===== config.mk =====
export PLATFORM = sky130hd
export DESIGN_NAME = bipc_ctrl
export DESIGN_NICKNAME = d
export VERILOG_FILES = /design/src/include/bipc_pkg.sv /design/src/hdl/bipc_sync.sv /design/src/hdl/bipc_ctrl.sv
export SDC_FILE = /design/constraint.sdc
export NUM_CORES = 1
export LEC_CHECK = 0
export BUFFER_PORTS_ARGS = -buffer_cell sky130_fd_sc_hd__buf_2
export CAP_MARGIN = 20
export CORE_ASPECT_RATIO = 1.5
export CORE_UTILIZATION = 55
export CTS_BUF_LIST = sky130_fd_sc_hd__clkbuf_8
export DETAILED_ROUTE_END_ITERATION = 10
export PLACE_DENSITY = 0.77
export SLEW_MARGIN = 10
export SYNTH_ARGS = -nofsm -noshare
export SYNTH_HDL_FRONTEND = slang
export SYNTH_HIERARCHICAL = 1
export SYNTH_SLANG_ARGS = --single-unit

===== constraint.sdc =====
create_clock -name clock -period 6.6 [get_ports clock]
set_clock_uncertainty 0.2 [all_clocks]
set_input_delay 1.65 -clock clock [delete_from_list [all_inputs] [get_ports clock]]
set_output_delay 1.65 -clock clock [all_outputs]
set_load 0.01 [all_outputs]

===== src/include/bipc_pkg.sv =====
// shared types and constants for the bus interrupt and power control block
package bipc_pkg;

  localparam int CLK_NS = 25;
  localparam int ACK_DELAY_NS = 225;
  localparam int ACK_DELAY_CYC = (ACK_DELAY_NS + CLK_NS - 1) / CLK_NS;
  localparam int CAPTURE_NS = 200;
  localparam int CAPTURE_CYC = (CAPTURE_NS + CLK_NS - 1) / CLK_NS;
  localparam int INIT_MIN_NS = 8000;
  localparam int INIT_MAX_NS = 20000;
  localparam int INIT_PULSE_CYC = (INIT_MIN_NS + CLK_NS - 1) / CLK_NS;
  localparam int INIT_MAX_CYC = INIT_MAX_NS / CLK_NS;
  localparam int PDOWN_INIT_NS = 1000;
  localparam int PDOWN_INIT_CYC = (PDOWN_INIT_NS + CLK_NS - 1) / CLK_NS;

  localparam logic [8:0] EVENT_VECTOR = 9'h040;
  localparam logic [2:0] EVENT_LEVEL = 3'h6;
  localparam logic [2:0] LEVEL_FOUR = 3'h4;
  localparam logic [2:0] LEVEL_FIVE = 3'h5;
  localparam logic [2:0] LEVEL_SIX = 3'h6;
  localparam logic [2:0] LEVEL_SEVEN = 3'h7;
  localparam logic [2:0] LEVEL_NONE = 3'h0;
  localparam logic [1:0] VECTOR_LOW_BITS = 2'h0;
  localparam int SYNC_WIDTH = 9;

  typedef enum logic [3:0] {
    ACK_IDLE = 4'h1,
    ACK_STROBE = 4'h2,
    ACK_WAIT_REPLY = 4'h4,
    ACK_RELEASE = 4'h8
  } bipc_ack_state_t;

  // receiver outputs of the bus, asserted high
  typedef struct packed {
    logic replySense;
    logic requestLevelSeven;
    logic requestLevelSix;
    logic requestLevelFive;
    logic requestLevelFour;
    logic haltRequest;
    logic externalEventLine;
    logic powerOk;
    logic dcPowerOk;
  } bipc_bus_in_t;

  // driver inputs of the bus, asserted high
  typedef struct packed {
    logic inputStrobeDrive;
    logic ackChainOut;
    logic busInitialize;
  } bipc_bus_out_t;

  // answers toward the processor core
  typedef struct packed {
    logic intTake;
    logic eventTake;
    logic [8:0] intVector;
    logic consoleDebugMode;
    logic powerFailTrap;
    logic goStart;
  } bipc_core_out_t;

  typedef struct packed {
    bipc_ack_state_t st;
    logic [3:0] cnt;
    logic [9:0] pulseCnt;
    logic [5:0] pdCnt;
    logic dcPrev;
    logic pokPrev;
    logic evtPrev;
    logic evtPend;
    logic goPend;
    bipc_bus_out_t bus;
    bipc_core_out_t core;
  } bipc_state_t;

endpackage


===== src/hdl/bipc_sync.sv =====
// two-stage synchroniser for a group of asynchronous levels
`timescale 1ns/1ps
`default_nettype none
module bipc_sync #(
  parameter int WIDTH = 1
) (
  input wire logic clock,
  input wire logic reset_n,
  input wire logic [WIDTH-1:0] din,
  output logic [WIDTH-1:0] dout
);
  logic [WIDTH-1:0] stage1_r;

  always_ff @(posedge clock) begin
    if (!reset_n) begin
      stage1_r <= '0;
      dout <= '0;
    end else begin
      stage1_r <= din;
      dout <= stage1_r;
    end
  end
endmodule
`default_nettype wire


===== src/hdl/bipc_ctrl.sv =====
// processor-side interrupt acknowledge, halt, initialize and power status control
//
// Summary of operation
// - acknowledge only above status priority, at instruction end
// - strobe first, acknowledge chain 225 ns later
// - 200 ns after reply, capture vector, drop both
// - vectors 000 to 774 octal on lines 8..2
// - halt request forces console mode, never driven
// - initialize on power events, reset, console go
// - power ok loss while running starts fail trap
// - initialize held until dc ok asserts at power-up
// - reset instruction gives 8 to 20 us initialize
// - initialize at least 1 us after dc ok drops
// - event line serviced with fixed vector 100 octal
`timescale 1ns/1ps
`default_nettype none
module bipc_ctrl (
  input wire logic clock,
  input wire logic reset_n,
  input wire bipc_pkg::bipc_bus_in_t busIn,
  input wire logic [6:0] vectorLines,
  input wire logic [2:0] statusPriorityField,
  input wire logic instrDone,
  input wire logic resetInstr,
  input wire logic goCmd,
  output bipc_pkg::bipc_bus_out_t busOut,
  output bipc_pkg::bipc_core_out_t coreOut
);
  import bipc_pkg::*;

  bipc_bus_in_t syncIn;
  bipc_state_t s_r;
  bipc_state_t s_nxt;
  logic [2:0] reqLevel;
  logic dcFall;
  logic running;

  ////////////////////////////////////////////////////////////////////////////
  bipc_sync #(.WIDTH(SYNC_WIDTH)) u_sync (
    .clock(clock),
    .reset_n(reset_n),
    .din(busIn),
    .dout(syncIn)
  );

  // highest level currently requested on the bus
  always_comb begin
    if (syncIn.requestLevelSeven) begin
      reqLevel = LEVEL_SEVEN;
    end else if (syncIn.requestLevelSix) begin
      reqLevel = LEVEL_SIX;
    end else if (syncIn.requestLevelFive) begin
      reqLevel = LEVEL_FIVE;
    end else if (syncIn.requestLevelFour) begin
      reqLevel = LEVEL_FOUR;
    end else begin
      reqLevel = LEVEL_NONE;
    end
  end

  assign dcFall = s_r.dcPrev && !syncIn.dcPowerOk;
  assign running = !s_r.core.consoleDebugMode && syncIn.dcPowerOk;

  ////////////////////////////////////////////////////////////////////////////
  always_comb begin
    s_nxt = s_r;
    s_nxt.core.intTake = 1'b0;
    s_nxt.core.eventTake = 1'b0;
    s_nxt.core.powerFailTrap = 1'b0;
    s_nxt.core.goStart = 1'b0;
    s_nxt.dcPrev = syncIn.dcPowerOk;
    s_nxt.pokPrev = syncIn.powerOk;
    s_nxt.evtPrev = syncIn.externalEventLine;

    // event edge is latched; a new edge wins over the clearing take
    if (syncIn.externalEventLine && !s_r.evtPrev) begin
      s_nxt.evtPend = 1'b1;
    end

    if (syncIn.haltRequest) begin
      s_nxt.core.consoleDebugMode = 1'b1;
    end

    if (s_r.pokPrev && !syncIn.powerOk && running) begin
      s_nxt.core.powerFailTrap = 1'b1;
    end

    unique case (s_r.st)
      ACK_IDLE: begin
        s_nxt.cnt = '0;
        if (instrDone && running && s_r.evtPend && EVENT_LEVEL > statusPriorityField) begin
          s_nxt.core.eventTake = 1'b1;
          s_nxt.core.intVector = EVENT_VECTOR;
          s_nxt.evtPend = syncIn.externalEventLine && !s_r.evtPrev;
        end else if (instrDone && running && reqLevel > statusPriorityField) begin
          s_nxt.st = ACK_STROBE;
          s_nxt.bus.inputStrobeDrive = 1'b1;
        end
      end
      ACK_STROBE: begin
        s_nxt.cnt = s_r.cnt + 4'h1;
        if (s_r.cnt == 4'(ACK_DELAY_CYC - 1)) begin
          s_nxt.bus.ackChainOut = 1'b1;
          s_nxt.st = ACK_WAIT_REPLY;
          s_nxt.cnt = '0;
        end
      end
      ACK_WAIT_REPLY: begin
        if (syncIn.replySense) begin
          s_nxt.cnt = s_r.cnt + 4'h1;
          if (s_r.cnt == 4'(CAPTURE_CYC - 1)) begin
            s_nxt.core.intVector = {vectorLines, VECTOR_LOW_BITS};
            s_nxt.core.intTake = 1'b1;
            s_nxt.bus.inputStrobeDrive = 1'b0;
            s_nxt.bus.ackChainOut = 1'b0;
            s_nxt.st = ACK_RELEASE;
          end
        end
      end
      ACK_RELEASE: begin
        if (!syncIn.replySense) begin
          s_nxt.st = ACK_IDLE;
        end
      end
    endcase

    // initialize pulse from reset instruction or console go
    if (s_r.pulseCnt != '0) begin
      s_nxt.pulseCnt = s_r.pulseCnt - 10'h001;
      if (s_r.pulseCnt == 10'h001 && s_r.goPend) begin
        s_nxt.goPend = 1'b0;
        s_nxt.core.goStart = 1'b1;
        s_nxt.core.consoleDebugMode = syncIn.haltRequest;
      end
    end else if (resetInstr) begin
      s_nxt.pulseCnt = 10'(INIT_PULSE_CYC);
    end else if (goCmd && s_r.core.consoleDebugMode) begin
      s_nxt.pulseCnt = 10'(INIT_PULSE_CYC);
      s_nxt.goPend = 1'b1;
    end

    if (dcFall) begin
      s_nxt.pdCnt = 6'(PDOWN_INIT_CYC);
    end else if (s_r.pdCnt != '0) begin
      s_nxt.pdCnt = s_r.pdCnt - 6'h01;
    end

    // power-up holds initialize until dc ok; power-down waits out the delay
    s_nxt.bus.busInitialize = (s_nxt.pulseCnt != '0) ||
      (!syncIn.dcPowerOk && !dcFall && s_r.pdCnt <= 6'h01);
  end

  always_ff @(posedge clock) begin
    if (!reset_n) begin
      s_r <= '{st: ACK_IDLE, cnt: '0, pulseCnt: '0, pdCnt: '0, dcPrev: 1'b0,
               pokPrev: 1'b0, evtPrev: 1'b0, evtPend: 1'b0, goPend: 1'b0,
               bus: '{inputStrobeDrive: 1'b0, ackChainOut: 1'b0, busInitialize: 1'b1},
               core: '0};
    end else begin
      s_r <= s_nxt;
    end
  end

  assign busOut = s_r.bus;
  assign coreOut = s_r.core;

  ////////////////////////////////////////////////////////////////////////////
  // helper: length of the current initialize assertion
  logic [10:0] initRun_r;
  always_ff @(posedge clock) begin
    if (!reset_n) begin
      initRun_r <= '0;
    end else if (s_r.bus.busInitialize) begin
      initRun_r <= initRun_r + 11'h001;
    end else begin
      initRun_r <= '0;
    end
  end
endmodule
`default_nettype wire


After elaboration in Yosys (flattened, before gate mapping)
Index checks and enable logic that the tools add are counted.

Add/subtract/negate cells: 3. $mul: 0. Div/mod/pow operators: 0. Magnitude comparators: 3. Eq/ne operators: 16. Shift-type cells: 0. Multiplexer cells: 41. Bitwise operators: 1. Reductions and logical operators: 37.

Operators by type and width (number): 2-to-1 mux 10 bit (4); nonzero test 10 bit (2); 2-to-1 mux 9 bit (2); one-hot mux 9 bit (2 select lines) (1); 2-to-1 mux 1 bit (16); 2-to-1 mux 4 bit (4); 2-to-1 mux 8 bit (2); one-hot mux 4 bit (4 select lines) (1); logical AND 1 bit (13); 2-to-1 mux 3 bit (4); 2-to-1 mux 6 bit (2); inequality test 2 bit, second input constant (6); one-hot mux 4 bit (3 select lines) (1); equality test 10 x 1 -> 1 bit, second input constant (1); subtractor 10 x 1 -> 10 bit, second input constant (1); equality test 4 x 3 -> 1 bit, second input constant (2); equality test 4 bit, second input constant (2); AND reduction 4 bit (2); nonzero test 2 bit (4); less-or-equal comparator 6 x 1 -> 1 bit, second input constant (1); inequality test 2 x 1 -> 1 bit, second input constant (3); AND reduction 2 bit (3); AND reduction 3 bit (2); AND reduction 6 bit (1); other kinds (15) (21).

Flip-flop bits (word level): 64. Latch bits: 0. RAM bits: 0. ROM bits: 0. Memories kept: 0.

Depth between registers and ports, before layout
Gate-level depths: netlist of the first run.

Depth after elaboration: 9. Depth in mapped cells: 8. Depth with buffers taken out: 8.

Cells and area by module
Netlist of the first run, hierarchy kept.

Modules (own cells, without submodules): bipc_ctrl (times used 1, cells each 289, area each 2391.0 um2, seq. area each 880.8 um2); bipc_sync (times used 1, cells each 37, area each 501.7 um2, seq. area each 360.3 um2).

Least setup slack after synthesis of the first run
Ideal clock, no wire load.

Path kind: input port to flip-flop. Start: input port statusPriorityField[1]. End: register s_r (netlist bit busOut[2]). Arrival time: 3098 ps. Setup slack: 3216 ps. Stages: 7. Buffers on the path: 0. Path through: inv_1 ha_1 nor2b_1 o21ai_0 a2111oi_0 o221ai_1 a211oi_1.

Word-level cells in the longest chain between the ends: 4. Elaborated cells on any way between the ends: 7. Those cells by class: order compare (2); eq/ne (2); reduce/logical (3).

Ends and longest elaborated chain: start, declared (line bipc_ctrl.sv:22) `input wire logic [2:0] statusPriorityField,`; > comparator 3 bit (on tied branches) (line bipc_ctrl.sv:95, bipc_ctrl.sv:91); logical AND 1 bit (on tied branches) (line bipc_ctrl.sv:95, bipc_ctrl.sv:91); inequality test 2 bit (no source line); AND reduction 5 bit (no source line) (*); end signal, assigned (line bipc_ctrl.sv:155) `s_r <= '{st: ACK_IDLE, cnt: '0, pulseCnt: '0, pdCnt: '0, dcPrev: 1'b0,`; end signal, assigned (line bipc_ctrl.sv:160) `s_r <= s_nxt;`; end, declared (line bipc_ctrl.sv:32) `bipc_state_t s_r;`.

Every way passes the cells marked *; elsewhere a longest branch is shown, timed or not. A chain may end at the register's enable or synchronous reset.

Worst setup path after layout of the first run
Ends and elaborated chain as after synthesis.

==> flow_summary.toml, run 1 <==
[status]
status = "complete, no violations"

[clocking]
cts_root_buffer = "clkbuf_8"
cts_resized = 0
clockBufferDepth = 2
post_cts_buffers = 0
holdBufCountCts = 0
clk_pin_slew_ns = 0.07
clk_latency_ns = 0.34
htree_levels = 3
cts-buffers-inserted = 9
cts_tree = "built"
clock_sinks = 62

[sta]
fmax_mhz = 288
period_minus_slack_ns = 3.48
timing.final.crit_share_pct = 52.7
setup_viol = 0
tightest_slew_ns = 0.960
fin_tns_setup_ns = 0
rsz0062_at_grt = "false"
slew_violations = 0
slew_headroom_pct = 36.0
hold_viol = 0

[pwr]
p_int_mw = 0.799
clkPwrFrac_pct = 25.6
pwr-share-seq_pct = 39.6
p_sw_share_pct = 36.8
combPwrFrac_pct = 34.8
switching_power_mw = 0.466
powerDensity_mw_per_mm2 = 400
power_leakage_nw = 1.29
peakVddDrop_v = 0.000211

[route]
drt_iter0_drc = 134
ant_nets = 0
drc = 0
drt-total-wl_um = 5270
avgViaCountPerCell = 5.38
dr.pass1.iters = 4
num_vias = 2247
wire_per_inst_um = 12.6

[worst_setup_path]
crit_path_end_kind = "flop"
critPathKind = "input port to flop"
slowest_delay_ns = 0.75
crit_required_ns = 6.64
cp_max_fo = 3
slowest_stage = "a2111oi_0"
critPathLaunchType = "input port"
crit_chain = "buf_2 -> inv_1 -> ha_1 -> nor2b_1 -> o21ai_0 -> a2111oi_0 -> o221ai_1 -> a211oi_1"
arrival_ns = 3.51

[logic_synthesis]
ys.flop_type = "dfxtp_1"
synth_area_per_cell_um2 = 8.87
ys_types = 53
netlist_area_mm2 = 0.00289
ys.warnings.count = 6
ys_ff_latch = 62
synth_edf_count = 0
postSynthCellCount = 326
async_flop_share_pct = 0
yosysSeqAreaShare_pct = 42.9

[floorplan]
die-area_mm2 = 0.00556
design.portCount = 41
initial_core_util_pct = 56.9
fp-row-count = 32
dieWidth_um = 61.2
die_h_um = 90.8
coreArea_mm2 = 0.00508

[grt]
grt_pass1_vias = 2066
antenna_found_initial = 0
grt_first_pass_wirelength_um = 8690
overflow = 0
grt_start_max_net_pins = 32
grt_usage_pct = 21.2

[placement]
io_buffers = 38
dpl.hpwl_um = 3820
gp_congestion = 0.895
dp.cells = 402

[flow_run]
drv_cap = 0

[cells_and_area]
syn_to_final_growth_pct = 9.17
fillers = 456
antennaDiodeCount = 0
nets = 378
fin_cells = 418
drive_gt1_share_pct = 21.7

[min_path]
hold_path_class = "flop to flop"
==> synth_stat cells (3+ instances only) <==
cell      count  area [um^2]
dfxtp_1      62         1240
nor2_1       30          113
a21oi_1      24          120
nand2_1      20         75.1
buf_4        17          128
inv_1        16         60.1
and2_2       15          113
o21ai_0      13         65.1
clkbuf_1     10         37.5
nor3_1       10         50.1
ha_1          9          113
and2_1        8         50.1
nor2b_1       7         43.8
a22oi_1       6         45.0
or3_1         6         37.5
a211oi_1      5         37.5
nand2b_1      5         31.3
nor4b_1       5         43.8
xnor2_1       5         43.8
buf_6         4         45.0
mux2i_1       4         40.0
nand3_1       4         20.0
nand3b_1      4         30.0
nand4_1       3         18.8
o22ai_1       3         18.8
==> cell families after synthesis <==
group / share of synthesized area (%)
other: 0.130
and+or+nand+nor: 26.5
AOI/OAI and AO/OA: 13.8
buffers and inverters: 9.34
xor gates and xnor gates: 2.12
adders and majority gates: 3.89
muxes: 1.38
DFF: 42.9
==> routing by layer <==
layer / vias up / wire [um] / global-route usage [%] / share of wire [%]
met5: - / 0 / 0 / 0
met1: 1046 / 2190 / 22.3 / 42
met4: 0 / 82 / 11.2 / 1.6
met2: 47 / 2830 / 36.5 / 54
li1: 1147 / - / - / -
met3: 7 / 159 / 5.44 / 3.0
==> critical path, delay by kind of cell <==
kind | cells | cell delay, ns
AO/OA/AOI/OAI | 4 | 1.30
buffers and inverters | 2 | 0.17
adder cells (fa/ha/maj) | 1 | 0.27
AND/OR/NAND/NOR | 1 | 0.11
==> registers in the layout, summed over array words and instances, names as in the netlist <==
name / cells
coreOut: 12
busOut: 3
s_r: 29
u_sync/stage1_r: 9
u_sync/dout: 9
==> worst paths after layout <==
kind	from	to	slack (ns)	cells after the start
max reg2reg	u_sync/dout[6]	busOut[2]	3.71	7
min	u_sync/dout[1]	coreOut[1]	0.22	1
min reg2reg	u_sync/dout[1]	coreOut[1]	0.22	1
max	statusPriorityField[1]	busOut[2]	3.12	8
==> cell type report <==
| type | count | area (um^2) | area share, % |
|---|---|---|---|
| repair buffers | 38 | 190 | 6.02 |
| clock buffers | 9 | 124 | 3.92 |
| inverters | 16 | 60.1 | 1.90 |
| flip-flops and latches | 62 | 1240 | 39.3 |
| clock inverters | 7 | 72.6 | 2.30 |
| multi-input cells | 218 | 1390 | 43.9 |
| well taps | 68 | 85.1 | 2.69 |
==> power groups by stage <==
stage                     Combinational (mW)  Clock (mW)  Sequential [mW]
after floorplan                        0.385           0            0.478
after global placement                 0.429           0            0.505
after detailed placement               0.439           0            0.508
after CTS                              0.443       0.334            0.499
after global routing                   0.492       0.348            0.510
final                                  0.440       0.323            0.501
==> placed cells by master (no fill, tap or decap), drive strengths merged, types with 6 or more instances in the layout <==
cell,instances
ha,9
dfxtp,62
clkbuf,9
nor2,32
buf,38
inv,17
nand2,20
or3,6
a21oi,25
nor2b,7
nor3,10
a22oi,6
and2,23
o21ai,13
==> per-stage QoR <==
stage          util [%]  cell area [um^2]  hold slack [ns]  total power [mW]  worst slack [ns]
6_report           62.1              3160            0.221              1.26              3.12
5_1_grt            62.1              3160            0.259              1.35              2.92
4_1_cts            62.1              3160            0.228              1.28              3.14
3_5_place_dp       58.2              2960            0.215             0.947              2.78
3_3_place_gp       58.2              2960            0.208             0.934              2.87
2_1_floorplan         -              2900            0.191             0.864              3.22
(Power assumes the default switching activity.)
==> run 2: changes to the inputs <==
Settings changed: ABC_AREA set to 1.
Clock period 6.6 ns to 3.4 ns, I/O delays scaled along.
==> flow_summary.toml, run 2 <==
[cells_and_area]
antennaDiodeCount = 0
syn_to_final_growth_pct = 11.6
layout_commonest_cell = "nand2_1"
drive_gt1_share_pct = 19.5
multi_input_area_mm2 = 0.00124
final_cell_mix = "nand2_1 (91), dfxtp_1 (62), inv_1 (58)"
nets = 454
regArea_mm2 = 0.00124
largest_reg_flops = 29
largest_register = "s_r"
final_core_util_pct = 63.4
fillers = 465
fin_cells = 494

[sta]
fin_tns_setup_ns = 0
period_minus_slack_ns = 2.03
slew_violations = 0
tightest_slew_ns = 0.743
timing.final.crit_share_pct = 59.8
setup_viol = 0
fmax_mhz = 492
rsz0062_at_grt = "false"
whs_ns = 0.211
slew_headroom_pct = 50.4
hold_viol = 0

[placement]
dp.cells = 478
io_buffers = 38
gp_congestion = 0.856
dpl.hpwl_um = 4000

[worst_setup_path]
ff2ff_setup_slack_ns = 1.37
crit_path_end_kind = "flop"
cp_common_cell = "nand2_1"
cp_top_family = "simple AND/OR/NAND/NOR gates"
critPathKind = "flop to flop"
crit_required_ns = 3.47
crit_chain = "inv_1 -> nand2_1 -> or3_1 -> ha_1 -> nand2_1 -> nor2_1 -> nor2_1 -> nand2_1 -> o21ai_1 -> nand3_1 -> a21oi_1"
cp.depth = 11
slowest_delay_ns = 0.32
arrival_ns = 2.10
critPathLaunchType = "flop"
slowest_stage = "or3_1"
cp_max_fo = 3
timing.rr.end = "busOut[2]"
critPathLaunch = "u_sync/dout[6]"
r2r-start = "u_sync/dout[6]"
path_buf_inv = 1
reg2reg_depth = 11
endpoint = "busOut[2]"

[grt]
grt_first_pass_wirelength_um = 9050
grt_usage_pct = 21.8
grt_pass1_vias = 2301
overflow = 0
antenna_found_initial = 0
grt_start_max_net_pins = 35

[route]
drt-total-wl_um = 5180
dr.pass1.iters = 4
ant_nets = 0
drt_iter0_drc = 78
avgViaCountPerCell = 4.80
wire_per_inst_um = 10.5
drc = 0
num_vias = 2369

[logic_synthesis]
ys.warnings.count = 6
synth_edf_count = 0
ys.flop_type = "dfxtp_1"
netlist_area_mm2 = 0.00289
synth_area_per_cell_um2 = 7.36
async_flop_share_pct = 0
synth_commonest_cells = "nand2_1 (91), dfxtp_1 (62), inv_1 (58)"
synth_top_area_share_pct = 42.9
synth_area_leaders = "dfxtp_1 (43%), nand2_1 (12%), inv_1 (7.5%), nor2_1 (5.5%), buf_4 (4.4%)"
yosysSeqAreaShare_pct = 42.9
postSynthCellCount = 393
ys_types = 30
synth.most_common_cell = "nand2_1"
yosysTopAreaCell = "dfxtp_1"
ys_ff_latch = 62

[floorplan]
die_h_um = 90.8
die-area_mm2 = 0.00556
fp-row-count = 32
initial_core_util_pct = 56.9
dieWidth_um = 61.2
design.portCount = 41
coreArea_mm2 = 0.00508

[clocking]
cts_root_buffer = "clkbuf_8"
clockBufferDepth = 2
cts_resized = 0
cts-buffers-inserted = 9
clk_latency_ns = 0.33
clock_sinks = 62
cts_tree = "built"
clk_pin_slew_ns = 0.07
htree_levels = 3
holdBufCountCts = 0
post_cts_buffers = 0

[pwr]
power_leakage_nw = 1.70
peakVddDrop_v = 0.000407
powerDensity_mw_per_mm2 = 751
total_power_mw = 2.42

[status]
status = "complete, no violations"

[min_path]
hold_path_class = "flop to flop"

[flow_run]
drv_cap = 0
## run 2: cell types whose count changed in the layout (fill, tap and decap cells not counted), sizes merged, moves of 7 or more
cell / previous run / this run
nand3: 4 / 24
inv: 17 / 64
o21ai: 13 / 20
nand2: 20 / 102
a21oi: 25 / 16
nor2: 32 / 51
nor2b: 7 / 0
and2: 23 / 0
## run 2: metal layers
metal,track usage [%],part of all wire [%]
met4,13.6,3.5
met1,21.7,40
met2,37.2,52
met3,6.30,3.9
met5,0,0
## run 2: cell families (layout without fill, tap and decap cells)
| kind of cell | Yosys count | count (layout) | synth area share [%] |
|---|---|---|---|
| AND/OR/NAND/NOR | 187 | 187 | 29.3 |
| buffers and inverters | 87 | 119 | 14.4 |
| XOR/XNOR | 7 | 7 | 2.12 |
| flip-flops | 62 | 62 | 42.9 |
| other | 1 | 2 | 0.130 |
| AO/OA/AOI/OAI | 40 | 40 | 7.23 |
| adder cells (fa/ha/maj) | 9 | 9 | 3.89 |
## run 2: area by class of cell
type / instances / share of cell area [%]
Sequential cell: 62 / 38.5
Clock inverter: 6 / 2.64
Clock buffer: 10 / 4.27
Inverter: 64 / 7.45
Timing Repair Buffer: 39 / 6.13
Multi-Input combinational cell: 245 / 38.4
Tap cell: 68 / 2.64
## run 2: worst register-to-register path, delay by kind of cell, from the launching register on
kind,cells,cell delay (ns)
adders and majority gates,1,0.32
and+or+nand+nor,7,0.76
buffers and inverters,1,0.06
DFF,1,0.30
AOI/OAI and AO/OA,2,0.33
## run 2: metrics by stage
stage | area [um^2] | setup WS (ns)
6_report | 3230 | 1.37
5_1_grt | 3230 | 1.20
4_1_cts | 3230 | 1.36
3_5_place_dp | 3000 | 1.12
3_3_place_gp | 3000 | 1.19
2_1_floorplan | 2900 | 1.38
## run 2: worst min path at each step
stage / from / cells past startpoint / to / slack [ns]
after floorplan: u_sync/stage1_r[7] / 2 / u_sync/dout[7] / 0.19
after global placement: u_sync/stage1_r[7] / 2 / u_sync/dout[7] / 0.19
after detailed placement: u_sync/stage1_r[8] / 2 / u_sync/dout[8] / 0.20
after CTS: u_sync/stage1_r[8] / 2 / u_sync/dout[8] / 0.21
after global routing: u_sync/stage1_r[3] / 2 / u_sync/dout[3] / 0.23
final: u_sync/stage1_r[4] / 2 / u_sync/dout[4] / 0.21
## run 2: power breakdown
group / total (mW) / internal, mW / switching [mW]
clock network: 0.706 / 0.429 / 0.276
registers: 0.912 / 0.824 / 0.0872
logic: 0.805 / 0.299 / 0.506
